## src/core/pcr_pkg.sv

```systemverilog
// Constants, types and helpers shared by the port command register block.
package pcr_pkg;
   localparam int PCR_CLK_HZ = 50_000_000;
   localparam int PCR_PORTS = 4;
   localparam logic [7:0] PCR_CMD_GEN_MASK1 = 8'h17;
   localparam logic [7:0] PCR_CMD_RESTART = 8'h18;
   localparam logic [7:0] PCR_CMD_POWER = 8'h19;
   localparam logic [7:0] PCR_CMD_RESET = 8'h1A;
   localparam logic [7:0] PCR_GM1_RESET = 8'h80;
   localparam int PCR_GM1_IRQ_GATE = 7;
   localparam int PCR_GM1_MAINS = 4;
   localparam int PCR_GM1_SENSE = 0;
   localparam int PCR_RST_CLR_ALL = 7;
   localparam int PCR_RST_RELEASE = 6;
   localparam int PCR_RST_ALL = 4;
   localparam int PCR_RATE_60HZ = 960;
   localparam int PCR_RATE_50HZ = 800;
   localparam int PCR_DIV_60HZ = PCR_CLK_HZ / PCR_RATE_60HZ;
   localparam int PCR_DIV_50HZ = PCR_CLK_HZ / PCR_RATE_50HZ;
   localparam int PCR_SAMPLES = 16;
   localparam int PCR_EV_W = 8;
   localparam int PCR_EV_PGC = 7;
   localparam int PCR_EV_PEC = 6;
   localparam int PCR_EV_CLS = 5;
   localparam int PCR_EV_DET = 4;
   localparam int PCR_EV_DISF = 3;
   localparam int PCR_EV_ICUT = 2;
   localparam int PCR_EV_ILIM = 1;
   localparam int PCR_EV_STRT = 0;
   typedef enum logic [1:0] {PCR_MODE_OFF = 2'h0, PCR_MODE_MANUAL = 2'h1, PCR_MODE_SEMI = 2'h2,
      PCR_MODE_AUTO = 2'h3} pcr_mode_t;
   typedef enum logic [3:0] {PCR_ST_IDLE = 4'h1, PCR_ST_DETECT = 4'h2, PCR_ST_CLASS = 4'h4,
      PCR_ST_POWERED = 4'h8} pcr_state_t;
   function automatic logic pcr_auto_like(input pcr_mode_t m);
      return (m == PCR_MODE_SEMI) || (m == PCR_MODE_AUTO);
   endfunction
endpackage

```

## src/core/pcr_port_command_regs.sv

```systemverilog
// Command and configuration registers of the quad-port power controller.
`timescale 1ns/1ps
module pcr_port_command_regs #(
   parameter int DIV_50 = pcr_pkg::PCR_DIV_50HZ,
   parameter int DIV_60 = pcr_pkg::PCR_DIV_60HZ,
   parameter int PORTS = pcr_pkg::PCR_PORTS
) (
   input wire logic clk_sys_in,
   input wire logic nrst_in,
   input wire logic [7:0] reg_addr_in,
   input wire logic [7:0] reg_wdata_in,
   input wire logic reg_wr_in,
   input wire logic reg_rd_in,
   output logic [7:0] reg_rdata_out,
   input wire logic [2*PORTS-1:0] mode_in,
   input wire logic fast_off_input_n_in,
   input wire logic [PORTS-1:0] shutdown_select_in,
   input wire logic [pcr_pkg::PCR_EV_W-1:0] irq_enable_in,
   input wire logic [PORTS-1:0] class_done_in,
   input wire logic [PORTS-1:0] power_good_in,
   input wire logic [PORTS-1:0] disconnect_in,
   input wire logic [PORTS-1:0] overload_in,
   input wire logic [PORTS-1:0] foldback_in,
   input wire logic [PORTS-1:0] inrush_in,
   input wire logic [PORTS-1:0] cooldown_end_in,
   output logic irq_n_out,
   output logic sense_resistor_select_out,
   output logic sample_tick_out,
   output logic [PORTS-1:0] detect_active_out,
   output logic [PORTS-1:0] class_active_out,
   output logic [PORTS-1:0] power_on_status_out,
   output logic [PORTS-1:0] power_good_status_out,
   output logic [PORTS-1:0] detect_enable_out,
   output logic [PORTS-1:0] class_enable_out,
   output logic [PORTS-1:0] cooldown_out,
   output logic [pcr_pkg::PCR_EV_W*PORTS-1:0] event_out
);
   import pcr_pkg::*;

   logic [7:0] gen_mask;
   logic irq_released;
   logic [PORTS-1:0] ev_new;
   logic [PCR_EV_W*PORTS-1:0] ev_all;

   // Command decode; every command bit lives for the write cycle only.
   wire wr_mask = reg_wr_in && (reg_addr_in == PCR_CMD_GEN_MASK1);
   wire wr_restart = reg_wr_in && (reg_addr_in == PCR_CMD_RESTART);
   wire wr_power = reg_wr_in && (reg_addr_in == PCR_CMD_POWER);
   wire wr_reset = reg_wr_in && (reg_addr_in == PCR_CMD_RESET);
   wire [PORTS-1:0] det_rst = {PORTS{wr_restart}} & reg_wdata_in[PORTS-1:0];
   wire [PORTS-1:0] cls_rst = {PORTS{wr_restart}} & reg_wdata_in[PORTS+3:4];
   wire [PORTS-1:0] on_stb = {PORTS{wr_power}} & reg_wdata_in[PORTS-1:0];
   wire [PORTS-1:0] off_stb = {PORTS{wr_power}} & reg_wdata_in[PORTS+3:4];
   wire [PORTS-1:0] prst_stb = {PORTS{wr_reset}} & reg_wdata_in[PORTS-1:0];
   wire clr_all = wr_reset & reg_wdata_in[PCR_RST_CLR_ALL];
   wire release_stb = wr_reset & reg_wdata_in[PCR_RST_RELEASE];
   wire reset_all = wr_reset & reg_wdata_in[PCR_RST_ALL];
   wire shut_active = ~fast_off_input_n_in;

   // Interrupt request, gated by the mask register and the release latch.
   wire [PCR_EV_W*PORTS-1:0] irq_bits = ev_all & {PORTS{irq_enable_in}};
   wire irq_pending = |irq_bits;
   wire any_new = |ev_new;
   wire irq_gate = gen_mask[PCR_GM1_IRQ_GATE];
   wire next_released = ~any_new & (irq_released | clr_all | release_stb);
   assign irq_n_out = ~(irq_gate & irq_pending & ~irq_released);

   always_ff @(posedge clk_sys_in or negedge nrst_in) begin
      if (!nrst_in) gen_mask <= PCR_GM1_RESET;
      else if (reset_all) gen_mask <= PCR_GM1_RESET;
      else if (wr_mask) gen_mask <= reg_wdata_in;
   end

   always_ff @(posedge clk_sys_in or negedge nrst_in) begin
      if (!nrst_in) irq_released <= 1'b0;
      else if (reset_all) irq_released <= 1'b0;
      else irq_released <= next_released;
   end

   // Only the mask register reads back; command registers read as zero.
   always_ff @(posedge clk_sys_in or negedge nrst_in) begin
      if (!nrst_in) reg_rdata_out <= 8'h00;
      else if (reg_rd_in) reg_rdata_out <= (reg_addr_in == PCR_CMD_GEN_MASK1) ? gen_mask : 8'h00;
   end

   assign sense_resistor_select_out = gen_mask[PCR_GM1_SENSE];
   assign event_out = ev_all;

   pcr_rate_gen #(
      .DIV_50(DIV_50),
      .DIV_60(DIV_60)
   ) u_rate (
      .clk_sys_in(clk_sys_in),
      .nrst_in(nrst_in),
      .soft_rst_in(reset_all),
      .mains_in(gen_mask[PCR_GM1_MAINS]),
      .tick_out(sample_tick_out)
   );

   genvar g;
   generate
      for (g = 0; g < PORTS; g++) begin : g_port
         pcr_port_ctrl u_port (
            .clk_sys_in(clk_sys_in),
            .nrst_in(nrst_in),
            .soft_rst_in(reset_all),
            .mode_in(pcr_mode_t'(mode_in[2*g+1:2*g])),
            .sample_tick_in(sample_tick_out),
            .det_rst_in(det_rst[g]),
            .cls_rst_in(cls_rst[g]),
            .off_in(off_stb[g]),
            .on_in(on_stb[g]),
            .prst_in(prst_stb[g]),
            .shut_in(shut_active & shutdown_select_in[g]),
            .clr_ev_in(clr_all),
            .class_done_in(class_done_in[g]),
            .power_good_in(power_good_in[g]),
            .disconnect_in(disconnect_in[g]),
            .overload_in(overload_in[g]),
            .foldback_in(foldback_in[g]),
            .inrush_in(inrush_in[g]),
            .cool_end_in(cooldown_end_in[g]),
            .detect_active_out(detect_active_out[g]),
            .class_active_out(class_active_out[g]),
            .power_on_status_out(power_on_status_out[g]),
            .power_good_status_out(power_good_status_out[g]),
            .detect_enable_out(detect_enable_out[g]),
            .class_enable_out(class_enable_out[g]),
            .cooldown_out(cooldown_out[g]),
            .event_out(ev_all[PCR_EV_W*g +: PCR_EV_W]),
            .ev_new_out(ev_new[g])
         );
      end
   endgenerate

   generate
      for (g = 0; g < PORTS; g++) begin : g_chk
         wire pmanual = (mode_in[2*g+1:2*g] == PCR_MODE_MANUAL);
         wire pauto = pcr_auto_like(pcr_mode_t'(mode_in[2*g+1:2*g]));
         wire poff = (mode_in[2*g+1:2*g] == PCR_MODE_OFF);
         wire pfault = overload_in[g] | foldback_in[g] | inrush_in[g];
         wire pshut = shut_active & shutdown_select_in[g];

      end
   endgenerate
endmodule // pcr_port_command_regs

```

## src/core/pcr_rate_gen.sv

```systemverilog
// Detection sample-rate divider giving one tick per conversion.
`timescale 1ns/1ps
module pcr_rate_gen #(
   parameter int DIV_50 = pcr_pkg::PCR_DIV_50HZ,
   parameter int DIV_60 = pcr_pkg::PCR_DIV_60HZ
) (
   input wire logic clk_sys_in,
   input wire logic nrst_in,
   input wire logic soft_rst_in,
   input wire logic mains_in,
   output logic tick_out
);
   import pcr_pkg::*;
   logic [15:0] cnt;
   wire [15:0] reload = mains_in ? 16'(DIV_60 - 1) : 16'(DIV_50 - 1);
   wire [15:0] next_cnt = (cnt == 16'h0000) ? reload : 16'(cnt - 16'h0001);
   assign tick_out = (cnt == 16'h0000);
   always_ff @(posedge clk_sys_in or negedge nrst_in) begin
      if (!nrst_in) cnt <= 16'h0000;
      else if (soft_rst_in) cnt <= 16'h0000;
      else cnt <= next_cnt;
   end
endmodule // pcr_rate_gen

```

## src/core/pcr_port_ctrl.sv

```systemverilog
// Per-port command sequencer: detection, classification, power and events.
`timescale 1ns/1ps
module pcr_port_ctrl (
   input wire logic clk_sys_in,
   input wire logic nrst_in,
   input wire logic soft_rst_in,
   input wire pcr_pkg::pcr_mode_t mode_in,
   input wire logic sample_tick_in,
   input wire logic det_rst_in,
   input wire logic cls_rst_in,
   input wire logic off_in,
   input wire logic on_in,
   input wire logic prst_in,
   input wire logic shut_in,
   input wire logic clr_ev_in,
   input wire logic class_done_in,
   input wire logic power_good_in,
   input wire logic disconnect_in,
   input wire logic overload_in,
   input wire logic foldback_in,
   input wire logic inrush_in,
   input wire logic cool_end_in,
   output logic detect_active_out,
   output logic class_active_out,
   output logic power_on_status_out,
   output logic power_good_status_out,
   output logic detect_enable_out,
   output logic class_enable_out,
   output logic cooldown_out,
   output logic [pcr_pkg::PCR_EV_W-1:0] event_out,
   output logic ev_new_out
);
   import pcr_pkg::*;
   pcr_state_t state, next_state;
   logic [3:0] smp_cnt;
   logic cool, pend_det, pend_cls, det_en, cls_en, pg_stat;
   logic [PCR_EV_W-1:0] ev;
   wire manual = (mode_in == PCR_MODE_MANUAL);
   wire autoish = pcr_auto_like(mode_in);
   wire powered = (state == PCR_ST_POWERED);
   wire kill = prst_in | shut_in | (off_in & (mode_in != PCR_MODE_OFF));
   wire fault = overload_in | foldback_in | inrush_in;
   wire on_ok = on_in & ~kill & ~fault & ~powered & (mode_in != PCR_MODE_OFF) & (manual | ~cool);
   wire may_run = ~cool & ~kill & ~fault & ~on_ok;
   wire go_det = may_run & ((manual & pend_det) | (autoish & det_en));
   wire go_cls = may_run & manual & pend_cls;
   wire smp_last = sample_tick_in & (smp_cnt == 4'(PCR_SAMPLES - 1));
   wire det_done = (state == PCR_ST_DETECT) & smp_last & may_run;
   wire cls_done = (state == PCR_ST_CLASS) & class_done_in & may_run;
   wire pwr_edge = (powered & (kill | fault)) | (~powered & on_ok);
   wire [PCR_EV_W-1:0] ev_set = {pwr_edge, pwr_edge, cls_done, det_done, disconnect_in & powered,
      overload_in, foldback_in, inrush_in};
   wire [PCR_EV_W-1:0] ev_clr = {2'b00, {6{kill}}} | {PCR_EV_W{clr_ev_in}};
   wire [PCR_EV_W-1:0] next_ev = ev_set | (ev & ~ev_clr);
   wire next_pend_det = (det_rst_in & manual) | (pend_det & ~kill & ~(state == PCR_ST_IDLE & go_det));
   wire next_pend_cls = (cls_rst_in & manual) | (pend_cls & ~kill & ~(next_state == PCR_ST_CLASS));
   wire next_det_en = (det_rst_in & autoish) | (det_en & ~kill);
   wire next_cls_en = (cls_rst_in & autoish) | (cls_en & ~kill);
   wire next_cool = fault | (cool & ~cool_end_in & ~prst_in);
   wire [3:0] next_smp = (state == PCR_ST_DETECT && next_state == PCR_ST_DETECT) ?
      4'(smp_cnt + {3'h0, sample_tick_in}) : 4'h0;
   always_comb begin
      next_state = state;
      if (kill | fault) next_state = PCR_ST_IDLE;
      else if (on_ok) next_state = PCR_ST_POWERED;
      else begin
         case (state)
            PCR_ST_IDLE: begin
               if (go_det) next_state = PCR_ST_DETECT;
               else if (go_cls) next_state = PCR_ST_CLASS;
            end
            PCR_ST_DETECT: if (det_done) next_state = (autoish & cls_en) | (manual & pend_cls) ? PCR_ST_CLASS : PCR_ST_IDLE;
            PCR_ST_CLASS: if (cls_done) next_state = PCR_ST_IDLE;
            PCR_ST_POWERED: next_state = PCR_ST_POWERED;
            default: next_state = PCR_ST_IDLE;
         endcase
      end
   end
   always_ff @(posedge clk_sys_in or negedge nrst_in) begin
      if (!nrst_in) begin
         state <= PCR_ST_IDLE;
         {smp_cnt, cool, pend_det, pend_cls, det_en, cls_en, pg_stat, ev} <= '0;
      end else if (soft_rst_in) begin
         state <= PCR_ST_IDLE;
         {smp_cnt, cool, pend_det, pend_cls, det_en, cls_en, pg_stat, ev} <= '0;
      end else begin
         state <= next_state;
         {smp_cnt, cool, pend_det, pend_cls, det_en, cls_en} <= {next_smp, next_cool, next_pend_det,
            next_pend_cls, next_det_en, next_cls_en};
         pg_stat <= (next_state == PCR_ST_POWERED) & power_good_in;
         ev <= next_ev;
      end
   end
   assign detect_active_out = (state == PCR_ST_DETECT);
   assign class_active_out = (state == PCR_ST_CLASS);
   assign power_on_status_out = powered;
   assign power_good_status_out = pg_stat;
   assign detect_enable_out = det_en;
   assign class_enable_out = cls_en;
   assign cooldown_out = cool;
   assign event_out = ev;
   assign ev_new_out = |(ev_set & ~ev);
endmodule // pcr_port_ctrl

```

## config.mk

```make
export PLATFORM = sky130hd
export DESIGN_NAME = pcr_port_command_regs
export DESIGN_NICKNAME = d
export VERILOG_FILES = /design/src/core/pcr_pkg.sv /design/src/core/pcr_port_command_regs.sv /design/src/core/pcr_rate_gen.sv /design/src/core/pcr_port_ctrl.sv
export SDC_FILE = /design/constraint.sdc
export NUM_CORES = 1
export LEC_CHECK = 0
export ABC_AREA = 1
export ABC_CLOCK_PERIOD_IN_PS = 2800
export CELL_PAD_IN_SITES_DETAIL_PLACEMENT = 1
export CELL_PAD_IN_SITES_GLOBAL_PLACEMENT = 1
export CORE_MARGIN = 3
export CORE_UTILIZATION = 46
export DETAILED_ROUTE_END_ITERATION = 7
export DONT_BUFFER_PORTS = 1
export HOLD_SLACK_MARGIN = 0.02
export PLACE_DENSITY = 0.78
export SKIP_LAST_GASP = 1
export SLEW_MARGIN = 0
export SYNTH_ARGS = -nofsm -noshare
export SYNTH_HDL_FRONTEND = slang
export SYNTH_HIERARCHICAL = 1
export SYNTH_SLANG_ARGS = --single-unit
```

## constraint.sdc

```tcl
create_clock -name clk_sys_in -period 2.8 [get_ports clk_sys_in]
set_clock_uncertainty 0.1 [all_clocks]
set_input_delay 0.84 -clock clk_sys_in [delete_from_list [all_inputs] [get_ports clk_sys_in]]
set_output_delay 0.84 -clock clk_sys_in [all_outputs]
set_load 0.005 [all_outputs]
```

==> key figures <==
Worst setup path
  – Kind of critical path: in -> reg
  – Data arrival time of the worst path: 2870 ps
  – Origin of the critical flop-to-flop path: u_rate/cnt[0]$_DFF_PN0_
  – Kind of launch point of the worst setup path: input port
  – Endpoint required time on the critical path: 3050 ps
  – Worst r2r path cells: 18
  – Endpoint kind of the worst setup timing path: register
  – Crit path max fanout: 8
  – Flop-to-flop setup slack: about 240 ps
  – Capturing point of the worst reg2reg path: irq_released$_DFF_PN0_

Floorplan
  – FP Rows: 46
  – Die X: 134.0 um
  – Number of primary I/O pins: between 100 and 150
  – Die footprint: 17950 um^2
  – Height of the die: between 100 and 150 um
  – Effective utilization at floorplan: 47.25%
  – Floorplan Core Area: 15940 um^2

Cells and area
  – Count of inserted antenna diode cells: 0
  – Count of placed standard cells in the final layout, fillers left out: 1337
  – Most common library cell in the layout ignoring fill and taps: sky130_fd_sc_hd__nand2_1
  – Synthesis-to-finish area growth: 19.88%
  – Total Nets Final: 1187
  – Leading cell types in the layout, fill and taps excluded: sky130_fd_sc_hd__nand2_1, sky130_fd_sc_hd__inv_1, sky130_fd_sc_hd__nor2_1
  – Share of cells above drive strength 1: 19.80%
  – Fin area: 9030 um^2

Pwr
  – Largest vdd supply drop: 0.4204 mV
  – Cell Pwr Density: around 570 nW/um^2
  – Static leakage: 4.415 nW
  – Final Total Pwr: 5.120 mW

Global route
  – Aggregate global routing overflow: 0
  – Met3 global-route usage: 6.864%
  – Number of antenna violations at the first check in global routing: 0
  – Via count of the first global-routing pass: 7496
  – Met1 track utilization from global routing: 34.79%
  – Routing layer with the top usage in global route: met2
  – Overall global routing resource usage: 28.34%
  – Met2 track demand over resource: 49.47%
  – Maximum number of pins on one net before global-route repair: about 120
  – First-pass GRT wire length: between 30 and 40 mm

Synthesis
  – Synthesized area: 7532 um^2
  – Synthesized instance count: 1033
  – Synthesized Nets: 1112
  – Synth Warn #: 6
  – Number of synthesized register bits: about 120
  – Seq/Total Area, Yosys: 40.28%
  – Synthesized area per cell: 7.292 um^2
  – Count of cell types in the netlist: 38

Placement
  – Count of buffers from port buffering: 0
  – Placed wire-length estimate after detailed placement: 18.24 mm
  – Inst Count DP: around 1.3k
  – Place WS: -229.8 ps
  – Routability cong.: 0.8828
  – Placed instance area: roughly 8300 um^2

CTS
  – Clk buf depth: 2
  – H-tree Lvls: 4
  – Post-CTS clock slew at the launch and capture registers of the worst setup and hold paths: 60 ps
  – Clock tree from TritonCTS: yes
  – Clock root buffer: sky130_fd_sc_hd__clkbuf_16
  – Number of sinks on the clock net: 121
  – TritonCTS buffer count: 17
  – Insertion delay to the later sink of the worst-skew pair: 420 ps

STA
  – Number of endpoints with negative hold slack in the final report: 0
  – Relative max-transition margin: 69.31%
  – Post-layout worst setup margin: 184.3 ps
  – Count of final max-slew check failures: 0
  – Count of final setup violators: 0
  – RSZ-0062 raised after global routing: true
  – Fraction of the cycle the final worst path needs: 93.42%
  – Worst Tran Pin Value: 458.7 ps
  – Top achievable clock speed: 382.3 MHz
  – Final critical path time including I/O delays and setup: 2616 ps
  – Post-route worst hold slack: 15.36 ps

Status
  – Run status: complete, no violations

Route
  – Wire per inst: approximately 19 um
  – Post-DRT Antenna Nets: 0
  – Number of design-rule violations left by the first detailed-router iteration: 400
  – Number of detailed-routing iterations run before antenna repair: 5
  – Mean number of vias per cell: 5.377
  – Total Wirelength: roughly 25 mm
  – Number of vias in the routed layout: 7189
  – Residual DRC: 0

Min path
  – Type of the worst min-delay path: in -> async

Job
  – Max capacitance violation total: 0
Yosys cell counts:
library cell,count,area share (%)
sky130_fd_sc_hd__a21oi_1,57,3.8
sky130_fd_sc_hd__nand2_2,25,2.1
sky130_fd_sc_hd__o21ai_1,4,0.27
sky130_fd_sc_hd__buf_2,1,0.066
sky130_fd_sc_hd__o211ai_1,4,0.40
sky130_fd_sc_hd__nand3_4,8,1.9
sky130_fd_sc_hd__xor2_1,5,0.58
sky130_fd_sc_hd__nor3b_1,4,0.40
sky130_fd_sc_hd__clkbuf_1,9,0.45
sky130_fd_sc_hd__nand4_1,10,0.83
sky130_fd_sc_hd__clkinv_2,1,0.066
sky130_fd_sc_hd__nand2_1,262,13
sky130_fd_sc_hd__nor2_4,10,1.5
sky130_fd_sc_hd__inv_1,165,8.2
sky130_fd_sc_hd__o21ai_0,10,0.66
sky130_fd_sc_hd__a31oi_1,4,0.33
sky130_fd_sc_hd__buf_6,1,0.15
sky130_fd_sc_hd__nand2_4,1,0.15
sky130_fd_sc_hd__nand3_2,7,0.93
sky130_fd_sc_hd__o21bai_1,4,0.40
sky130_fd_sc_hd__and3_1,4,0.33
sky130_fd_sc_hd__nor3_2,12,1.6
sky130_fd_sc_hd__inv_2,4,0.20
sky130_fd_sc_hd__o21ai_2,9,1.0
sky130_fd_sc_hd__nand4_2,4,0.66
sky130_fd_sc_hd__a21boi_2,1,0.15
sky130_fd_sc_hd__dfstp_2,5,1.7
sky130_fd_sc_hd__dfrtp_1,116,39
sky130_fd_sc_hd__nor2_1,138,6.9
sky130_fd_sc_hd__nor4_1,1,0.083
sky130_fd_sc_hd__nor3_1,12,0.80
sky130_fd_sc_hd__nand3_1,81,5.4
sky130_fd_sc_hd__nor2_8,4,1.1
sky130_fd_sc_hd__nor2_2,17,1.4
sky130_fd_sc_hd__xnor2_1,7,0.81
sky130_fd_sc_hd__clkinv_4,4,0.47
sky130_fd_sc_hd__ha_1,10,1.7
sky130_fd_sc_hd__o22ai_1,12,1.0
kinds of logic after synthesis:
| family | synth area share [%] |
|---|---|
| AOI/OAI and AO/OA | 8.040 |
| adders and majority gates | 1.661 |
| DFF | 40.28 |
| and+or+nand+nor | 39.00 |
| buffers and inverters | 9.618 |
| xor gates and xnor gates | 1.395 |
stage by stage:
stage                     setup TNS, ps  util, %
after floorplan                  -39.08        -
after global placement           -233.1    52.17
after detailed placement          -1512    52.17
after CTS                             0    56.41
after global routing             -63.12    56.64
final                                 0    56.64
final cells by class:
type                            count  area (um^2)
Multi-Input combinational cell    727         3814
Sequential cell                   121         3034
Clock buffer                       25        515.5
Inverter                          174        691.9
Tap cell                          216        270.3
Timing Repair Buffer               67        544.3
Fill cell                        2070         6913
Clock inverter                      7        160.2
report_power, final:
part | total [mW] | internal (mW) | switching (mW)
registers | 1.98 | 1.86 | 0.127
clock network | 2.54 | 1.72 | 0.822
logic | 0.593 | 0.215 | 0.378
metal layers:
metal  up-vias  routed length, um  share of wire (%)
met5         -                  0                  0
met2       170              12520                 50
met4         0                509                2.0
li1       3411                  -                  -
met1      3570              10780                 43
met3        38               1342                5.3
flip-flops by register name, indices dropped and copies added (netlist names):
name / cells
g_port.u_port/class_enable_out: 4
g_port.u_port/pend_det: 4
g_port.u_port/cooldown_out: 4
g_port.u_port/power_good_status_out: 4
g_port.u_port/state: 16
g_port.u_port/pend_cls: 4
g_port.u_port/smp_cnt: 16
u_rate/cnt: 16
g_port.u_port/detect_enable_out: 4
g_port.u_port/event_out: 32
reg_rdata_out: 8
gen_mask: 8
irq_released: 1
worst max-delay path: stages:
cell                       delay (ps)
sky130_fd_sc_hd__inv_1             40
sky130_fd_sc_hd__nand2_1          100
sky130_fd_sc_hd__nor2_2           140
sky130_fd_sc_hd__nand4_1          110
sky130_fd_sc_hd__buf_6            170
sky130_fd_sc_hd__nor2_2           110
sky130_fd_sc_hd__inv_1             80
sky130_fd_sc_hd__nor2_4           110
sky130_fd_sc_hd__nand3_4          100
sky130_fd_sc_hd__nand3_4          120
sky130_fd_sc_hd__clkinv_4          70
sky130_fd_sc_hd__nand3_2           70
sky130_fd_sc_hd__o21ai_1           80
sky130_fd_sc_hd__a21oi_1          120
sky130_fd_sc_hd__o211ai_1         150
sky130_fd_sc_hd__nor4_1           290
sky130_fd_sc_hd__nand2_1           80
sky130_fd_sc_hd__nor2_1           100
worst max path at each step:
stage / cells past startpoint / endpoint / startpoint
3_5_place_dp: 17 / irq_released$_DFF_PN0_ / reg_addr_in[0]
6_report: 18 / irq_released$_DFF_PN0_ / reg_addr_in[2]
2_1_floorplan: 17 / irq_released$_DFF_PN0_ / reg_addr_in[7]
5_1_grt: 18 / irq_released$_DFF_PN0_ / reg_addr_in[2]
3_3_place_gp: 18 / irq_released$_DFF_PN0_ / reg_addr_in[2]
4_1_cts: 18 / irq_released$_DFF_PN0_ / reg_addr_in[2]
what timing repair did:
action / CTS / global route
hold endpoints to repair: 116 / 115
resized for setup: 0 / 9
endpoints found under the setup margin: 0 / 8
buffers inserted: 0 / 1
(Power assumes the default switching activity.)
